$ cat config.mk
export PLATFORM = sky130hd
export DESIGN_NAME = ssv_safe_state_supervisor
export DESIGN_NICKNAME = d
export VERILOG_FILES = /design/src/hw/ssv_pkg.sv /design/src/hw/ssv_safe_state_supervisor.sv /design/src/hw/ssv_timer.sv
export SDC_FILE = /design/constraint.sdc
export NUM_CORES = 1
export LEC_CHECK = 0
export BUFFER_PORTS_ARGS = -buffer_cell sky130_fd_sc_hd__buf_2
export CORE_AREA = 4 4 117 119
export CTS_BUF_LIST = sky130_fd_sc_hd__clkbuf_4 sky130_fd_sc_hd__clkbuf_8 sky130_fd_sc_hd__clkbuf_16
export DETAILED_ROUTE_END_ITERATION = 8
export DIE_AREA = 0 0 121 123
export SYNTH_ARGS = -nofsm -noshare
export SYNTH_HDL_FRONTEND = slang
export SYNTH_SLANG_ARGS = --single-unit
$ cat constraint.sdc
create_clock -name clock -period 2.59 [get_ports clock]
set_input_delay 0.1295 -clock clock [delete_from_list [all_inputs] [get_ports clock]]
set_output_delay 0.1295 -clock clock [all_outputs]
set_load 0.02 [all_outputs]
$ cat src/hw/ssv_pkg.sv
// Constants, state type and timing counts for the supervisor.
// Assumes one 25 MHz clock and an async active-low reset.
// Function
// - ACTIVE: enabled monitor fault enters SAFE, sets error-pin-fail.
// - ACTIVE: unmasked reset readback mismatch sets flag, enters SAFE.
// - DIAGNOSTIC: time-out before mask or exit bit enters SAFE.
// - Config CRC error with CRC enable low enters SAFE.
// - DIAGNOSTIC: memory CRC or self-test error enters SAFE.
// - Exit bit with watchdog or error-pin flag set enters SAFE.
// - Each SAFE entry adds one to the error counter, up to 15.
// - SAFE: controller reset output high, driver enable low.
// - SAFE: main rails on; 5 V and sensor rails follow enables.
// - Below lock limit, SAFE time-out is (setting*2+1)*22 ms.
// - No-time-out set and count at lock limit: stay in SAFE.
// - No-time-out clear and count at lock limit: RESET after 680 ms.
// - Count at used power-down threshold: Safe_timeout_setting STANDBY first.
// - Priority: STANDBY, then RESET, then SAFE, then others.
// - Analog reset causes reinitialise every register.
// - Filtered digital reset causes reinitialise; under 6 ms may be ignored.
// - After digital reset, held wake input enters RESET.
// - Post-test reinit on RESET to DIAGNOSTIC unless auto test disabled; always after STANDBY or power-on reset.
// - SAFE time-out below lock limit moves Safe_timeout_setting RESET.
package ssv_pkg;

  typedef enum logic [2:0] {
    ST_STANDBY,
    ST_RESET,
    ST_DIAG,
    ST_ACTIVE,
    ST_SAFE
  } ssv_state_t;

  localparam int CLK_KHZ         = 25000;
  localparam int TMR_W           = 25;
  localparam int ERR_W           = 4;
  localparam int SAFE_UNIT_MS    = 22;
  localparam int SAFE_LONG_MS    = 680;
  localparam int DIAG_TIMEOUT_MS = 512;
  localparam int DIG_FILTER_MS   = 6;
  localparam int RESET_EXT_US    = 100;

  localparam int SAFE_UNIT_CYC    = SAFE_UNIT_MS * CLK_KHZ;
  localparam int SAFE_LONG_CYC    = SAFE_LONG_MS * CLK_KHZ;
  localparam int DIAG_TIMEOUT_CYC = DIAG_TIMEOUT_MS * CLK_KHZ;
  localparam int DIG_FILTER_CYC   = DIG_FILTER_MS * CLK_KHZ;
  localparam int RESET_EXT_CYC    = (RESET_EXT_US * CLK_KHZ + 999) / 1000;

  localparam logic [ERR_W-1:0] ERR_CNT_RESET = 4'h0;
  localparam logic [ERR_W-1:0] ERR_CNT_MAX   = 4'hF;

endpackage

$ cat src/hw/ssv_safe_state_supervisor.sv
// Device state machine: SAFE entry, hold, exit, error count, resets.
// Assumes synchronous inputs; the controller clears the flags.
`timescale 1ns/1ps
module ssv_safe_state_supervisor
  import ssv_pkg::*;
#(
  parameter int SAFE_UNIT    = SAFE_UNIT_CYC,
  parameter int SAFE_LONG    = SAFE_LONG_CYC,
  parameter int DIAG_TIMEOUT = DIAG_TIMEOUT_CYC,
  parameter int DIG_FILTER   = DIG_FILTER_CYC,
  parameter int RESET_EXT    = RESET_EXT_CYC
) (
  input  wire logic             clock,
  input  wire logic             rst_b,
  input  wire logic             clock_loss_detect,
  input  wire logic             monitor_supply_error,
  input  wire logic             digital_supply_undervolt,
  input  wire logic             digital_supply_overvolt,
  input  wire logic             battery_undervolt,
  input  wire logic             io_reg_overtemp,
  input  wire logic             io_reg_overtemp_unmask,
  input  wire logic             analog_supply_undervolt,
  input  wire logic             monitor_trim_error,
  input  wire logic             bandgap_error_one,
  input  wire logic             bandgap_error_two,
  input  wire logic             charge_pump_low_overvolt,
  input  wire logic             charge_pump_high_overvolt,
  input  wire logic             ignition_input,
  input  wire logic             bus_wake_input,
  input  wire logic             mcu_error_signal_monitor_enable,
  input  wire logic             mcu_error_signal_monitor_fault,
  input  wire logic             reset_readback_mismatch,
  input  wire logic             reset_monitor_disable,
  input  wire logic             bit_a,
  input  wire logic             bit_b,
  input  wire logic             watchdog_fail_flag,
  input  wire logic             error_pin_fail_clear,
  input  wire logic             reset_readback_error_clear,
  input  wire logic             cfg_crc_error_flag,
  input  wire logic             cfg_crc_enable,
  input  wire logic             nvm_crc_error_flag,
  input  wire logic             analog_self_test_error,
  input  wire logic             logic_self_test_error,
  input  wire logic             safe_no_timeout_bit,
  input  wire logic [3:0]       safe_lock_threshold,
  input  wire logic [2:0]       safe_timeout_setting,
  input  wire logic [3:0]       power_down_threshold,
  input  wire logic             power_down_threshold_use,
  input  wire logic             five_volt_reg_enable,
  input  wire logic             sensor_supply_enable,
  input  wire logic             auto_self_test_disable,
  input  wire logic             driver_enable_request,
  output ssv_state_t            state,
  output logic                  mcu_reset_output,
  output logic                  driver_enable_output,
  output logic                  main_reg_on,
  output logic                  five_volt_on,
  output logic                  sensor_supply_on,
  output logic [ERR_W-1:0]      device_error_counter,
  output logic                  error_pin_fail_flag,
  output logic                  reset_readback_error_flag,
  output logic                  self_test_start,
  output logic                  post_test_reinit,
  output logic                  power_on_reset_event
);

  // Safe time-out length for a given three-bit setting
  function automatic logic [TMR_W-1:0] safe_limit(input logic [2:0] setting);
    safe_limit = TMR_W'({setting, 1'b1}) * TMR_W'(SAFE_UNIT);
  endfunction

  // Saturating increment of the error count
  function automatic logic [ERR_W-1:0] err_inc(input logic [ERR_W-1:0] cnt);
    err_inc = (cnt == ERR_CNT_MAX) ? cnt : ERR_W'(cnt + 1'b1);
  endfunction

  ssv_state_t       next_state;
  logic             next_mcu_reset_output;
  logic             next_driver_enable_output;
  logic             next_main_reg_on;
  logic             next_five_volt_on;
  logic             next_sensor_supply_on;
  logic [ERR_W-1:0] next_device_error_counter;
  logic             next_error_pin_fail_flag;
  logic             next_reset_readback_error_flag;
  logic             next_self_test_start;
  logic             next_post_test_reinit;
  logic             next_power_on_reset_event;
  logic             from_standby;
  logic             next_from_standby;

  logic [TMR_W-1:0] state_time;
  logic [TMR_W-1:0] fault_time;
  logic             state_change;
  logic             analog_por;
  logic             digital_fault;
  logic             digital_por;
  logic             wake;
  logic [ERR_W:0]   lock_limit;
  logic             over_lock;
  logic             pwd_hit;
  logic             req_standby;
  logic             req_reset;
  logic             req_safe;
  logic             req_other;
  ssv_state_t       other_target;
  logic             esm_trip;
  logic             readback_trip;
  logic             cfg_crc_trip;
  logic             diag_timeout;
  logic             exit_blocked;

  // Analog causes act at once; digital ones are filtered
  assign analog_por = clock_loss_detect | monitor_supply_error
                    | digital_supply_undervolt | digital_supply_overvolt;
  assign digital_fault = battery_undervolt | (io_reg_overtemp & io_reg_overtemp_unmask)
                       | analog_supply_undervolt | monitor_trim_error
                       | bandgap_error_one | bandgap_error_two
                       | charge_pump_low_overvolt | charge_pump_high_overvolt;
  // One pulse per fault episode; glitches never reach the limit
  assign digital_por = digital_fault
                     && (fault_time == TMR_W'(DIG_FILTER - 1));
  assign wake = ignition_input | bus_wake_input;

  ssv_timer #(
    .W (TMR_W)
  ) u_fault_filter (
    .clock (clock),
    .rst_b (rst_b),
    .clear (!digital_fault),
    .run   (digital_fault),
    .count (fault_time)
  );

  // State timer restarts on every state change
  assign state_change = (next_state != state);

  ssv_timer #(
    .W (TMR_W)
  ) u_state_timer (
    .clock (clock),
    .rst_b (rst_b),
    .clear (state_change),
    .run   (1'b1),
    .count (state_time)
  );

  assign lock_limit = {1'b0, safe_lock_threshold} + 5'h01;
  assign over_lock  = ({1'b0, device_error_counter} >= lock_limit);
  assign pwd_hit    = power_down_threshold_use
                    && (device_error_counter >= power_down_threshold);

  assign esm_trip      = mcu_error_signal_monitor_enable & mcu_error_signal_monitor_fault;
  assign readback_trip = reset_readback_mismatch & !reset_monitor_disable;
  assign cfg_crc_trip  = cfg_crc_error_flag & !cfg_crc_enable;
  // Mask bit holds DIAGNOSTIC; timer keeps running
  assign diag_timeout  = (state_time >= TMR_W'(DIAG_TIMEOUT)) && !bit_a && !bit_b;
  assign exit_blocked  = watchdog_fail_flag | error_pin_fail_flag;

  // Transition requests per priority class
  always_comb begin
    req_standby  = 1'b0;
    req_reset    = 1'b0;
    req_safe     = 1'b0;
    req_other    = 1'b0;
    other_target = state;
    case (state)
      ST_STANDBY: begin
        req_reset = wake;
      end
      ST_RESET: begin
        if (state_time >= TMR_W'(RESET_EXT)) begin
          req_other    = 1'b1;
          other_target = ST_DIAG;
        end
      end
      ST_DIAG: begin
        req_safe = cfg_crc_trip
                 | nvm_crc_error_flag | analog_self_test_error
                 | logic_self_test_error
                 | diag_timeout
                 | (bit_b & exit_blocked);
        if (bit_b && !exit_blocked) begin
          req_other    = 1'b1;
          other_target = ST_ACTIVE;
        end
      end
      ST_ACTIVE: begin
        req_safe = esm_trip
                 | readback_trip
                 | cfg_crc_trip;
      end
      ST_SAFE: begin
        req_standby = pwd_hit;
        if (!over_lock) begin
          req_reset = (state_time >= safe_limit(safe_timeout_setting));
        end else if (!safe_no_timeout_bit) begin
          req_reset = (state_time >= TMR_W'(SAFE_LONG));
        end
        // Locked with no time-out: no reset request; only power-down or a power-on reset leaves SAFE
      end
      default: begin
        req_reset = 1'b1;
      end
    endcase
  end

  // Next state and registered outputs
  always_comb begin
    next_state                     = state;
    next_from_standby              = from_standby;
    next_device_error_counter      = device_error_counter;
    next_error_pin_fail_flag       = error_pin_fail_flag;
    next_reset_readback_error_flag = reset_readback_error_flag;
    next_self_test_start           = 1'b0;
    next_post_test_reinit          = 1'b0;
    next_power_on_reset_event      = 1'b0;

    // Priority order of simultaneous requests
    if (req_standby) begin
      next_state = ST_STANDBY;
    end else if (req_reset) begin
      next_state = ST_RESET;
    end else if (req_safe) begin
      next_state = ST_SAFE;
    end else if (req_other) begin
      next_state = other_target;
    end

    if (state == ST_STANDBY && next_state == ST_RESET) begin
      next_from_standby = 1'b1;
    end

    // Self-test on leaving RESET; the power-up run cannot be disabled
    if (state == ST_RESET && next_state == ST_DIAG) begin
      next_self_test_start  = 1'b1;
      next_post_test_reinit = !auto_self_test_disable || from_standby;
      next_from_standby     = 1'b0;
    end

    if (next_state == ST_SAFE && state != ST_SAFE) begin
      next_device_error_counter = err_inc(device_error_counter);
    end

    // Set wins over a clear in the same cycle
    if (error_pin_fail_clear) begin
      next_error_pin_fail_flag = 1'b0;
    end
    if ((state == ST_ACTIVE && esm_trip) || (state == ST_DIAG && diag_timeout)) begin
      next_error_pin_fail_flag = 1'b1;
    end
    if (reset_readback_error_clear) begin
      next_reset_readback_error_flag = 1'b0;
    end
    if (state == ST_ACTIVE && readback_trip) begin
      next_reset_readback_error_flag = 1'b1;
    end

    // Power-on resets override all and reload every register
    if (analog_por || digital_por) begin
      next_state                     = (digital_por && !analog_por && wake)
                                     ? ST_RESET : ST_STANDBY;
      next_from_standby              = 1'b1;
      next_device_error_counter      = ERR_CNT_RESET;
      next_error_pin_fail_flag       = 1'b0;
      next_reset_readback_error_flag = 1'b0;
      next_self_test_start           = 1'b0;
      next_post_test_reinit          = 1'b0;
      next_power_on_reset_event      = 1'b1;
    end
  end

  // Pin levels follow the state being entered
  always_comb begin
    next_main_reg_on          = (next_state != ST_STANDBY);
    next_mcu_reset_output     = 1'b0;
    next_driver_enable_output = 1'b0;
    case (next_state)
      ST_DIAG, ST_ACTIVE: begin
        next_mcu_reset_output     = 1'b1;
        next_driver_enable_output = driver_enable_request;
      end
      ST_SAFE: begin
        next_mcu_reset_output     = 1'b1;
        next_driver_enable_output = 1'b0;
      end
      default: begin
      end
    endcase
    // Switchable rails obey their enables
    next_five_volt_on     = next_main_reg_on && five_volt_reg_enable;
    next_sensor_supply_on = next_main_reg_on && sensor_supply_enable;
  end

  always_ff @(posedge clock or negedge rst_b) begin
    if (!rst_b) begin
      state                     <= ST_STANDBY;
      from_standby              <= 1'b1;
      mcu_reset_output          <= 1'b0;
      driver_enable_output      <= 1'b0;
      main_reg_on               <= 1'b0;
      five_volt_on              <= 1'b0;
      sensor_supply_on          <= 1'b0;
      device_error_counter      <= ERR_CNT_RESET;
      error_pin_fail_flag       <= 1'b0;
      reset_readback_error_flag <= 1'b0;
      self_test_start           <= 1'b0;
      post_test_reinit          <= 1'b0;
      power_on_reset_event      <= 1'b0;
    end else begin
      state                     <= next_state;
      from_standby              <= next_from_standby;
      mcu_reset_output          <= next_mcu_reset_output;
      driver_enable_output      <= next_driver_enable_output;
      main_reg_on               <= next_main_reg_on;
      five_volt_on              <= next_five_volt_on;
      sensor_supply_on          <= next_sensor_supply_on;
      device_error_counter      <= next_device_error_counter;
      error_pin_fail_flag       <= next_error_pin_fail_flag;
      reset_readback_error_flag <= next_reset_readback_error_flag;
      self_test_start           <= next_self_test_start;
      post_test_reinit          <= next_post_test_reinit;
      power_on_reset_event      <= next_power_on_reset_event;
    end
  end

endmodule

$ cat src/hw/ssv_timer.sv
// Saturating up-counter: state timer and fault filter.
// Assumes clear and run are synchronous to clock.
`timescale 1ns/1ps
module ssv_timer #(
  parameter int W = 25
) (
  input  wire logic         clock,
  input  wire logic         rst_b,
  input  wire logic         clear,
  input  wire logic         run,
  output logic     [W-1:0]  count
);

  logic [W-1:0] next_count;

  always_comb begin
    next_count = count;
    if (clear) begin
      next_count = '0;
    end else if (run && (count != {W{1'b1}})) begin
      next_count = count + 1'b1;
    end
  end

  always_ff @(posedge clock or negedge rst_b) begin
    if (!rst_b) begin
      count <= '0;
    end else begin
      count <= next_count;
    end
  end

endmodule

==> impl_metrics.py, run 1 <==
metrics = {
    "run_status": {
        "outcome": "complete, but fails checks",
        "violations": "setup timing",
    },
    "routing": {
        "antenna_left": 0,
        "wl_per_cell_microns": 15.0,
        "dr.pass1.iters": 4,
        "viasPerCell": 5.38,
        "finalWirelength_microns": 13800,
        "dr_total_vias": 4943,
        "drt_iter0_drc": 217,
        "drc": 0,
    },
    "clock_network": {
        "clock_sinks": 68,
        "cts_buffer_depth": 2,
        "cts-root-buf": "clkbuf_16",
        "htree_levels": 3,
        "path_clk_slew_ns": 0.06,
        "numCtsBuffers": 9,
        "tritoncts": "done",
        "clk_latency_ns": 0.34,
    },
    "logic_synthesis": {
        "synth_cell_types": 60,
        "synthCells": 559,
        "synthXorXnorAreaFrac_pct": 9.31,
        "synth_top_family_by_area": "simple AND/OR/NAND/NOR gates",
        "yosys-top-cells-area": "dfrtp_1 34%, ha_1 11%, xnor2_1 5.8%, nor3_1 3.7%, xor2_1 3.5%",
        "synth_seq_cells": 68,
        "yosys_warnings": 0,
        "muxShareOfSynthArea_pct": 0.602,
        "synth_top_area_cell": "dfrtp_1",
        "yosys.area_share.adder_pct": 12.5,
        "async_reset_ff_share_pct": 100,
        "seq_area_frac_synth_pct": 34.1,
        "postSynthAreaPerCell_sq_um": 8.92,
        "synth_flop_cell": "dfrtp_1",
        "synth_compound_area_share_pct": 12.0,
        "synthSimpleGateAreaFrac_pct": 26.3,
        "synth_top_area_share_pct": 33.6,
        "syn_nets": 655,
        "synth_edf_count": 0,
        "netlist_area_sq_um": 4990,
    },
    "power_and_ir_drop": {
        "p_leak_nw": 3.26,
        "ir_drop_uv": 291,
        "power_density_nw_per_um2": 501,
        "power_mw": 3.53,
    },
    "sta": {
        "whs_ns": 0.0272,
        "rsz0062_at_grt": "yes",
        "tightestPinTransition_ns": 0.506,
        "skew_ns": 0.00859,
        "hold_violations": 0,
        "fin_crit_ns": 4.13,
        "max_slew_margin_pct": 65.4,
        "max_freq_mhz": 242,
        "setup_ws_ns": -1.54,
        "setup_viol": 31,
        "slew_violations": 0,
        "min_period_over_period_pct": 159,
    },
    "finish": {
        "num_antenna_cells": 0,
        "finalInstanceArea_sq_um": 7060,
        "layout_common_cells": "112 x buf_4, 67 x dfrtp_1, 62 x buf_2, 45 x nand2_1, 43 x ha_1",
        "layout_commonest_cell": "buf_4",
        "areaGrowthSynthToFinish_pct": 41.4,
        "utilization_pct": 56.1,
        "final_nets": 837,
        "drive_gt1_share_pct": 34.3,
    },
    "critical_path": {
        "cp_max_fo": 5,
        "arrival_ns": 4.40,
        "required_ns": 2.86,
        "end_kind": "flop",
        "crit_type": "in2reg",
        "start_kind": "input port",
    },
    "place": {
        "post-place-ws_ns": -2.25,
        "hpwl_microns": 10200,
        "io_buffers": 64,
        "gp_congestion": 0.870,
        "placed_cell_area_sq_um": 6340,
    },
    "grt": {
        "grt_max_degree": 33,
        "grt_use_total_pct": 18.9,
        "grt_pass1_wl_microns": 22700,
        "antenna_found_initial": 0,
        "grt_pass1_vias": 4863,
        "grt_overflow": 0,
    },
    "floorplan": {
        "row_count": 41,
        "die_w_microns": 121,
        "dieArea_sq_um": 14900,
        "core_sq_um": 12600,
        "io_pins": 65,
        "start_util_pct": 39.7,
        "die_h_microns": 123,
    },
    "flow_run": {
        "drv_cap": 0,
    },
    "min_path": {
        "hold_path.class": "in2reg",
    },
}
==> path summary, 6_finish.rpt <==
check	start	endpoint	slack (ns)	cells after the start
worst max-delay path	safe_timeout_setting[0]	u_state_timer.count[22]	-1.54	23
worst min-delay path	sensor_supply_enable	sensor_supply_on	0.03	2
worst max register to register	u_state_timer.count[18]	u_state_timer.count[15]	-0.17	8
worst min register to register	from_standby	post_test_reinit	0.51	2
max in group asynchronous	rst_b	u_state_timer.count[19]	1.57	3
min in group asynchronous	rst_b	u_fault_filter.count[2]	0.26	2
==> critical path: stages <==
cell,delay (ns)
buf_8,0.10
fa_1,0.51
ha_4,0.30
inv_2,0.03
fa_2,0.33
nor2b_1,0.13
o21a_1,0.19
o311ai_4,0.10
o31ai_2,0.23
a31o_2,0.21
nand3_2,0.08
xnor2_2,0.14
ha_1,0.32
buf_6,0.14
a2111oi_4,0.26
o21ai_1,0.10
a211o_1,0.23
a31oi_1,0.15
a211o_1,0.20
buf_6,0.12
a21oi_4,0.08
buf_16,0.16
nor3_2,0.15
==> report_power, final <==
group	internal, mW	switching, mW
sequential	1.19	0.0814
combinational	0.476	0.462
clock	0.853	0.472
total	2.52	1.02
==> stage by stage <==
| step | cells | TNS (ns) |
|---|---|---|
| finish | 918 | -46.22 |
| global route | 918 | -50.18 |
| CTS | 915 | -43.95 |
| detailed placement | 885 | -67.14 |
| global placement | 885 | -63.99 |
| floorplan | 559 | -49.18 |
==> routing by layer <==
layer | vias to the layer above | wire, microns | track usage, %
met5 | - | 0 | 0
met4 | 0 | 437 | 9.56
met3 | 33 | 697 | 3.11
met2 | 144 | 6820 | 32.8
met1 | 2367 | 5820 | 22.8
li1 | 2399 | - | -
==> cell type report <==
type	instances	area, sq um
sequential	68	1700
clock buffer	10	233
timing repair buffer	188	1370
clock inverter	6	88.8
multi-input combinational	441	3330
tap	172	215
inverter	33	124
fill	1123	5510
==> sequential cells by signal (all words and copies together), names as in the netlist <==
name and cells:
device_error_counter 4, state 3, mcu_reset_output 1, sensor_supply_on 1, driver_enable_output 1, self_test_start 1
five_volt_on 1, main_reg_on 1, from_standby 1, reset_readback_error_flag 1, error_pin_fail_flag 1, post_test_reinit 1
power_on_reset_event 1, u_state_timer.count 25, u_fault_filter.count 25
==> cell families after synthesis <==
| kind of cell | after synthesis |
|---|---|
| simple gates | 244 |
| mux | 3 |
| compound gates | 92 |
| xor+xnor | 53 |
| flops | 68 |
| buf+inv | 51 |
| fa+ha+maj | 48 |
==> Yosys cell counts, types with 4 or more instances <==
cell type  number
buf_2           5
and3_1         10
nor2_1         38
o21ai_0        23
ha_1           45
and2_1          5
nand2_1        45
or3_1          15
nor2b_1         5
nor3_1         37
nand4_1        20
nand3_1        22
xor2_1         20
or4_1           5
a31oi_1         8
clkbuf_1        8
dfrtp_1        67
inv_1          33
and4_1          6
a21oi_1        25
nor4b_1         4
nor4_1         16
a21o_1          5
nand2b_1        5
xnor2_1        33
==> timing repair <==
action / CTS / global route
cloned: 2 / 1
setup endpoints to repair: 31 / 33
pin swaps: 23 / 3
gates resized for setup: 25 / 13
endpoints found under the hold margin: 19 / 0
setup buffers: 10 / 3
hold buffers: 3 / 0
Power figures use the tool's default switching activity.
==> inputs of run 2 (changes only) <==
--- a/config.mk
+++ b/config.mk
@@ -6,10 +6,11 @@
 export NUM_CORES = 1
 export LEC_CHECK = 0
 export BUFFER_PORTS_ARGS = -buffer_cell sky130_fd_sc_hd__buf_2
-export CORE_AREA = 4 4 117 119
+export CORE_AREA = 4 4 103 105
 export CTS_BUF_LIST = sky130_fd_sc_hd__clkbuf_4 sky130_fd_sc_hd__clkbuf_8 sky130_fd_sc_hd__clkbuf_16
 export DETAILED_ROUTE_END_ITERATION = 8
-export DIE_AREA = 0 0 121 123
+export DIE_AREA = 0 0 107 109
+export PLACE_DENSITY = 0.75
 export SYNTH_ARGS = -nofsm -noshare
 export SYNTH_HDL_FRONTEND = slang
 export SYNTH_SLANG_ARGS = --single-unit
==> impl_metrics.py, run 2 (same netlist as run 1, synthesis figures left out) <==
metrics = {
    "finish": {
        "layout_commonest_cell": "buf_4",
        "final_nets": 828,
        "reg_top3": "u_fault_filter.count x25, u_state_timer.count x25, device_error_counter x4",
        "drive_gt1_share_pct": 33.1,
        "areaGrowthSynthToFinish_pct": 34.5,
        "num_antenna_cells": 0,
        "layout_common_cells": "106 x buf_4, 67 x dfrtp_1, 62 x buf_2, 44 x nand2_1, 44 x ha_1",
        "nFillCells": 747,
    },
    "clock_network": {
        "cts_buffer_depth": 2,
        "cts-root-buf": "clkbuf_8",
        "tritoncts": "done",
        "clock_sinks": 68,
        "path_clk_slew_ns": 0.07,
        "numCtsBuffers": 9,
        "htree_levels": 3,
        "clk_latency_ns": 0.35,
    },
    "floorplan": {
        "core_sq_um": 9640,
        "start_util_pct": 51.8,
        "die_h_microns": 109,
        "row_count": 36,
        "dieArea_sq_um": 11700,
        "io_pins": 65,
        "die_w_microns": 107,
    },
    "sta": {
        "slew_violations": 0,
        "max_slew_margin_pct": 42.9,
        "rsz0062_at_grt": "yes",
        "setup_tns_ns": -53.01,
        "tightestPinTransition_ns": 0.856,
        "fin_crit_ns": 4.35,
        "hold_violations": 41,
        "setup_viol": 31,
        "whs_ns": -0.0338,
        "setup_ws_ns": -1.76,
        "skew_ns": 0.0158,
        "max_freq_mhz": 230,
        "min_period_over_period_pct": 168,
    },
    "critical_path": {
        "arrival_ns": 4.58,
        "required_ns": 2.81,
        "start_kind": "input port",
        "slowest_stage": "fa_1",
        "r2r-start": "u_state_timer.count[20]",
        "cpPeakStageDelay_ns": 0.52,
        "path_cells": "buf_6, fa_1, ha_4, inv_2, fa_2, nor2b_2, o21a_1, o311ai_4, o31ai_2, a31o_2, nand3_2, xnor2_1, ha_1, nand4_1, nor4_2, a211o_1, a31oi_1, a211o_1, buf_6, a21oi_4, buf_6, nor3_2",
        "end_kind": "flop",
        "cp_common_cell": "buf_6",
        "cp_max_fo": 6,
        "critPathLaunch": "safe_timeout_setting[1]",
        "crit_type": "in2reg",
    },
    "grt": {
        "grt_use_total_pct": 24.9,
        "grt_overflow": 0,
        "grt_max_degree": 69,
        "grt_pass1_wl_microns": 23500,
        "grt_pass1_vias": 5185,
        "antenna_found_initial": 0,
    },
    "routing": {
        "antenna_left": 0,
        "dr.pass1.iters": 5,
        "dr_total_vias": 5010,
        "wl_per_cell_microns": 16.4,
        "drc": 0,
        "finalWirelength_microns": 14300,
        "wl_met1_microns": 5890,
        "drt_iter0_drc": 475,
        "top_layer": "met4",
        "wl_met3_microns": 878,
        "wl_met2_microns": 7150,
        "viasPerCell": 5.76,
    },
    "power_and_ir_drop": {
        "ir_drop_uv": 360,
        "power_density_nw_per_um2": 457,
        "p_leak_nw": 3.15,
    },
    "place": {
        "io_buffers": 64,
        "post-place-ws_ns": -2.33,
        "gp_congestion": 0.893,
        "hpwl_microns": 10200,
    },
    "run_status": {
        "outcome": "complete, but fails checks",
        "violations": "hold timing, setup timing",
    },
    "flow_run": {
        "drv_cap": 0,
    },
    "min_path": {
        "hold_path.class": "in2async",
    },
}
## run 2: cell count changes in the layout (fill, tap and decap cells not counted), moves of 2 or more
cell,previous run,this run
clkinvlp_4,2,0
buf_4,112,106
clkbuf_8,0,9
clkbuf_16,10,0
nor3_1,14,16
nor3_4,4,1
clkinv_4,1,3
## run 2: critical path, delay by kind of cell
| kind | cells | cell delay, ns |
|---|---|---|
| AO/OA/AOI/OAI | 8 | 1.62 |
| XOR/XNOR | 1 | 0.13 |
| adder cells (fa/ha/maj) | 4 | 1.51 |
| buffers and inverters | 4 | 0.45 |
| AND/OR/NAND/NOR | 5 | 0.74 |
## run 2: layout make-up
cell class	instances	area, sq um	area share (%)
well taps	133	166	2.48
clock inverters	7	75.1	1.12
flip-flops and latches	68	1700	25.4
clock buffers	9	124	1.85
inverters	33	124	1.85
multi-input cells	441	3270	48.7
repair buffers	179	1250	18.6
## run 2: what timing repair did
action | CTS | global route
hold buffers | 2 | 0
buffers inserted | 11 | 3
gates resized for setup | 15 | 15
endpoints found under the hold margin | 2 | 0
cloned | 2 | 0
pin swaps | 11 | 19
setup endpoints to repair | 31 | 33
## run 2: final timing paths
| path | to | slack (ns) | cells after the start |
|---|---|---|---|
| max | u_state_timer.count[5] | -1.76 | 22 |
| min | u_state_timer.count[4] | -0.03 | 2 |
| max reg2reg | u_state_timer.count[24] | -0.12 | 8 |
| min reg2reg | post_test_reinit | 0.51 | 2 |
| max in group asynchronous | u_state_timer.count[12] | 2.06 | 2 |
| min in group clock | sensor_supply_on | 0.02 | 2 |
## run 2: stage by stage
stage	instance area (sq um)	cells	hold WS, ns	utilization (%)	power [mW]
floorplan	5110	559	-0.166	-	1.76
global route	6710	870	0.00158	69.6	3.26
detailed placement	6240	839	0.306	64.7	2.14
CTS	6670	870	0.00667	69.2	3.07
finish	6710	870	-0.0338	69.6	3.07
global placement	6240	839	0.303	64.7	2.09
## run 2: power by group
group | internal [mW] | total (mW) | leakage (nW) | switching (mW)
Sequential | 1.19 | 1.27 | 0.898 | 0.0861
Clock | 0.449 | 0.877 | 0.104 | 0.428
Combinational | 0.460 | 0.916 | 2.15 | 0.455
## run 2: metal layers
layer / track usage [%] / up-vias
li1: - / 2372
met1: 30.7 / 2401
met2: 42.8 / 192
met3: 5.62 / 45
met4: 9.04 / 0
met5: 0 / -
==> inputs of run 3 (changes only) <==
--- a/config.mk
+++ b/config.mk
@@ -6,11 +6,11 @@
 export NUM_CORES = 1
 export LEC_CHECK = 0
 export BUFFER_PORTS_ARGS = -buffer_cell sky130_fd_sc_hd__buf_2
-export CORE_AREA = 4 4 103 105
+export CORE_AREA = 4 4 94 96
 export CTS_BUF_LIST = sky130_fd_sc_hd__clkbuf_4 sky130_fd_sc_hd__clkbuf_8 sky130_fd_sc_hd__clkbuf_16
 export DETAILED_ROUTE_END_ITERATION = 8
-export DIE_AREA = 0 0 107 109
-export PLACE_DENSITY = 0.75
+export DIE_AREA = 0 0 98 100
+export PLACE_DENSITY = 0.85
 export SYNTH_ARGS = -nofsm -noshare
 export SYNTH_HDL_FRONTEND = slang
 export SYNTH_SLANG_ARGS = --single-unit
==> constraint.sdc (replaced) <==
create_clock -name clock -period 5.2 [get_ports clock]
set_input_delay 0.26 -clock clock [delete_from_list [all_inputs] [get_ports clock]]
set_output_delay 0.26 -clock clock [all_outputs]
set_load 0.02 [all_outputs]
==> impl_metrics.py, run 3 (same netlist as run 1, synthesis figures left out) <==
metrics = {
    "run_status": {
        "outcome": "complete, no violations",
    },
    "clock_network": {
        "htree_levels": 3,
        "path_clk_slew_ns": 0.08,
        "cts-root-buf": "clkbuf_8",
        "numCtsBuffers": 9,
        "cts_setup_buffers": 0,
        "cts_buffer_depth": 2,
        "tritoncts": "done",
        "clk_latency_ns": 0.36,
        "clock_sinks": 68,
    },
    "critical_path": {
        "required_ns": 5.47,
        "end_kind": "flop",
        "critPathLaunch": "safe_timeout_setting[1]",
        "slowest_stage": "fa_1",
        "rrSetupSlack_ns": 1.91,
        "arrival_ns": 5.12,
        "cpPeakStageDelay_ns": 0.46,
        "crit_type": "in2reg",
        "cp_max_fo": 8,
        "r2r-start": "device_error_counter[2]",
        "reg2reg_depth": 8,
        "timing.rr.end": "u_state_timer.count[15]",
        "start_kind": "input port",
        "path_cells": "buf_2, fa_1, ha_1, inv_1, fa_1, nor2b_1, o21a_1, o311ai_0, o31ai_1, a31o_2, nand3_1, xnor2_1, ha_1, a2111oi_0, o21ai_0, a211o_1, a31oi_1, a211o_1, a21oi_1, a21boi_0",
    },
    "finish": {
        "utilization_pct": 68.9,
        "areaGrowthSynthToFinish_pct": 11.3,
        "regArea_sq_um": 1700,
        "final_nets": 717,
        "reg_top3": "u_fault_filter.count x25, u_state_timer.count x25, device_error_counter x4",
        "multi_input_area_sq_um": 3050,
        "final_cells": 731,
        "num_antenna_cells": 0,
        "layout_common_cells": "67 x dfrtp_1, 64 x buf_2, 45 x nand2_1, 45 x ha_1, 38 x nor2_1",
        "finalInstanceArea_sq_um": 5550,
        "layout_commonest_cell": "dfrtp_1",
        "drive_gt1_share_pct": 16.0,
        "nFillCells": 663,
    },
    "sta": {
        "skew_ns": 0.0169,
        "setup_tns_ns": 0,
        "min_period_over_period_pct": 93.4,
        "setup_ws_ns": 0.343,
        "tightestPinTransition_ns": 1.09,
        "rsz0062_at_grt": "no",
        "slew_violations": 0,
        "hold_violations": 0,
        "max_freq_mhz": 206,
        "setup_viol": 0,
        "whs_ns": 0.0652,
        "max_slew_margin_pct": 27.6,
        "fin_crit_ns": 4.86,
    },
    "routing": {
        "drt_iter0_drc": 336,
        "dr_total_vias": 4490,
        "dr.pass1.iters": 5,
        "viasPerCell": 6.14,
        "wl_per_cell_microns": 16.3,
        "drc": 0,
        "finalWirelength_microns": 11900,
        "antenna_left": 0,
    },
    "power_and_ir_drop": {
        "p_sw_uw": 446,
        "ir_drop_uv": 173,
        "sequentialPowerShare_pct": 47.8,
        "switching_share_pct": 31.9,
        "power_mw": 1.40,
        "intPower_uw": 952,
        "p_leak_nw": 2.57,
        "power_density_nw_per_um2": 252,
        "p_comb_share_pct": 21.0,
        "clkPwrFrac_pct": 31.3,
    },
    "floorplan": {
        "io_pins": 65,
        "row_count": 33,
        "core_sq_um": 8050,
        "die_w_microns": 98,
        "die_h_microns": 100,
        "start_util_pct": 62.0,
        "dieArea_sq_um": 9800,
    },
    "grt": {
        "grt_max_degree": 69,
        "grt_overflow": 0,
        "grt_pass1_wl_microns": 20000,
        "grt_pass1_vias": 4438,
        "grt_use_total_pct": 24.6,
        "antenna_found_initial": 0,
    },
    "min_path": {
        "hp-start": "auto_self_test_disable",
        "hold_path_end": "post_test_reinit",
        "min_path_cells": 2,
        "hold_path.class": "in2reg",
    },
    "flow_run": {
        "drv_cap": 0,
    },
    "place": {
        "hpwl_microns": 8750,
        "placed_cell_area_sq_um": 5340,
        "gp_congestion": 0.970,
        "post-place-ws_ns": -0.0942,
        "placed_cells": 714,
        "io_buffers": 64,
    },
}
==> run 3: cell count changes in the layout (fill, tap and decap cells not counted), moves of 3 or more <==
cell,delta
buf_6,-6
nor3_2,-20
buf_4,-102
nor3_1,+21
clkinv_4,-3
==> run 3: power groups by stage <==
stage	clock network [mW]	registers (mW)	logic (mW)
after floorplan	0	0.654	0.210
after global placement	0	0.670	0.270
after detailed placement	0	0.676	0.290
after CTS	0.444	0.666	0.294
after global routing	0.467	0.682	0.337
final	0.437	0.668	0.293
==> run 3: routing by layer <==
metal	global-route usage (%)	share of wire (%)
met5	0	0
met4	10.2	2.6
met3	4.93	5.5
met2	42.6	51
met1	30.2	41
==> run 3: area by class of cell <==
cell class	instances	share of cell area, %
multi-input cells	441	54.9
inverters	33	2.23
clock inverters	6	1.15
well taps	105	2.37
clock buffers	10	2.37
flip-flops and latches	68	30.7
repair buffers	68	6.31
==> run 3: how the worst max path moves through the flow <==
| stage | to | slack (ns) |
|---|---|---|
| floorplan | u_state_timer.count[10] | 0.79 |
| global placement | u_state_timer.count[12] | 0.18 |
| detailed placement | u_state_timer.count[15] | -0.09 |
| CTS | u_state_timer.count[15] | 0.26 |
| global route | sensor_supply_on | 0.02 |
| finish | five_volt_on | 0.34 |
==> run 3: critical path, delay by kind of cell <==
| family | cells | cell delay, ns |
|---|---|---|
| buf+inv | 2 | 0.25 |
| fa+ha+maj | 4 | 1.47 |
| simple gates | 2 | 0.24 |
| xor+xnor | 1 | 0.15 |
| compound gates | 11 | 2.75 |
==> run 3: timing repair <==
| item | CTS | global route |
|---|---|---|
| resized for setup | 0 | 1 |
| setup endpoints to repair | 0 | 25 |
| hold buffers | 0 | 0 |
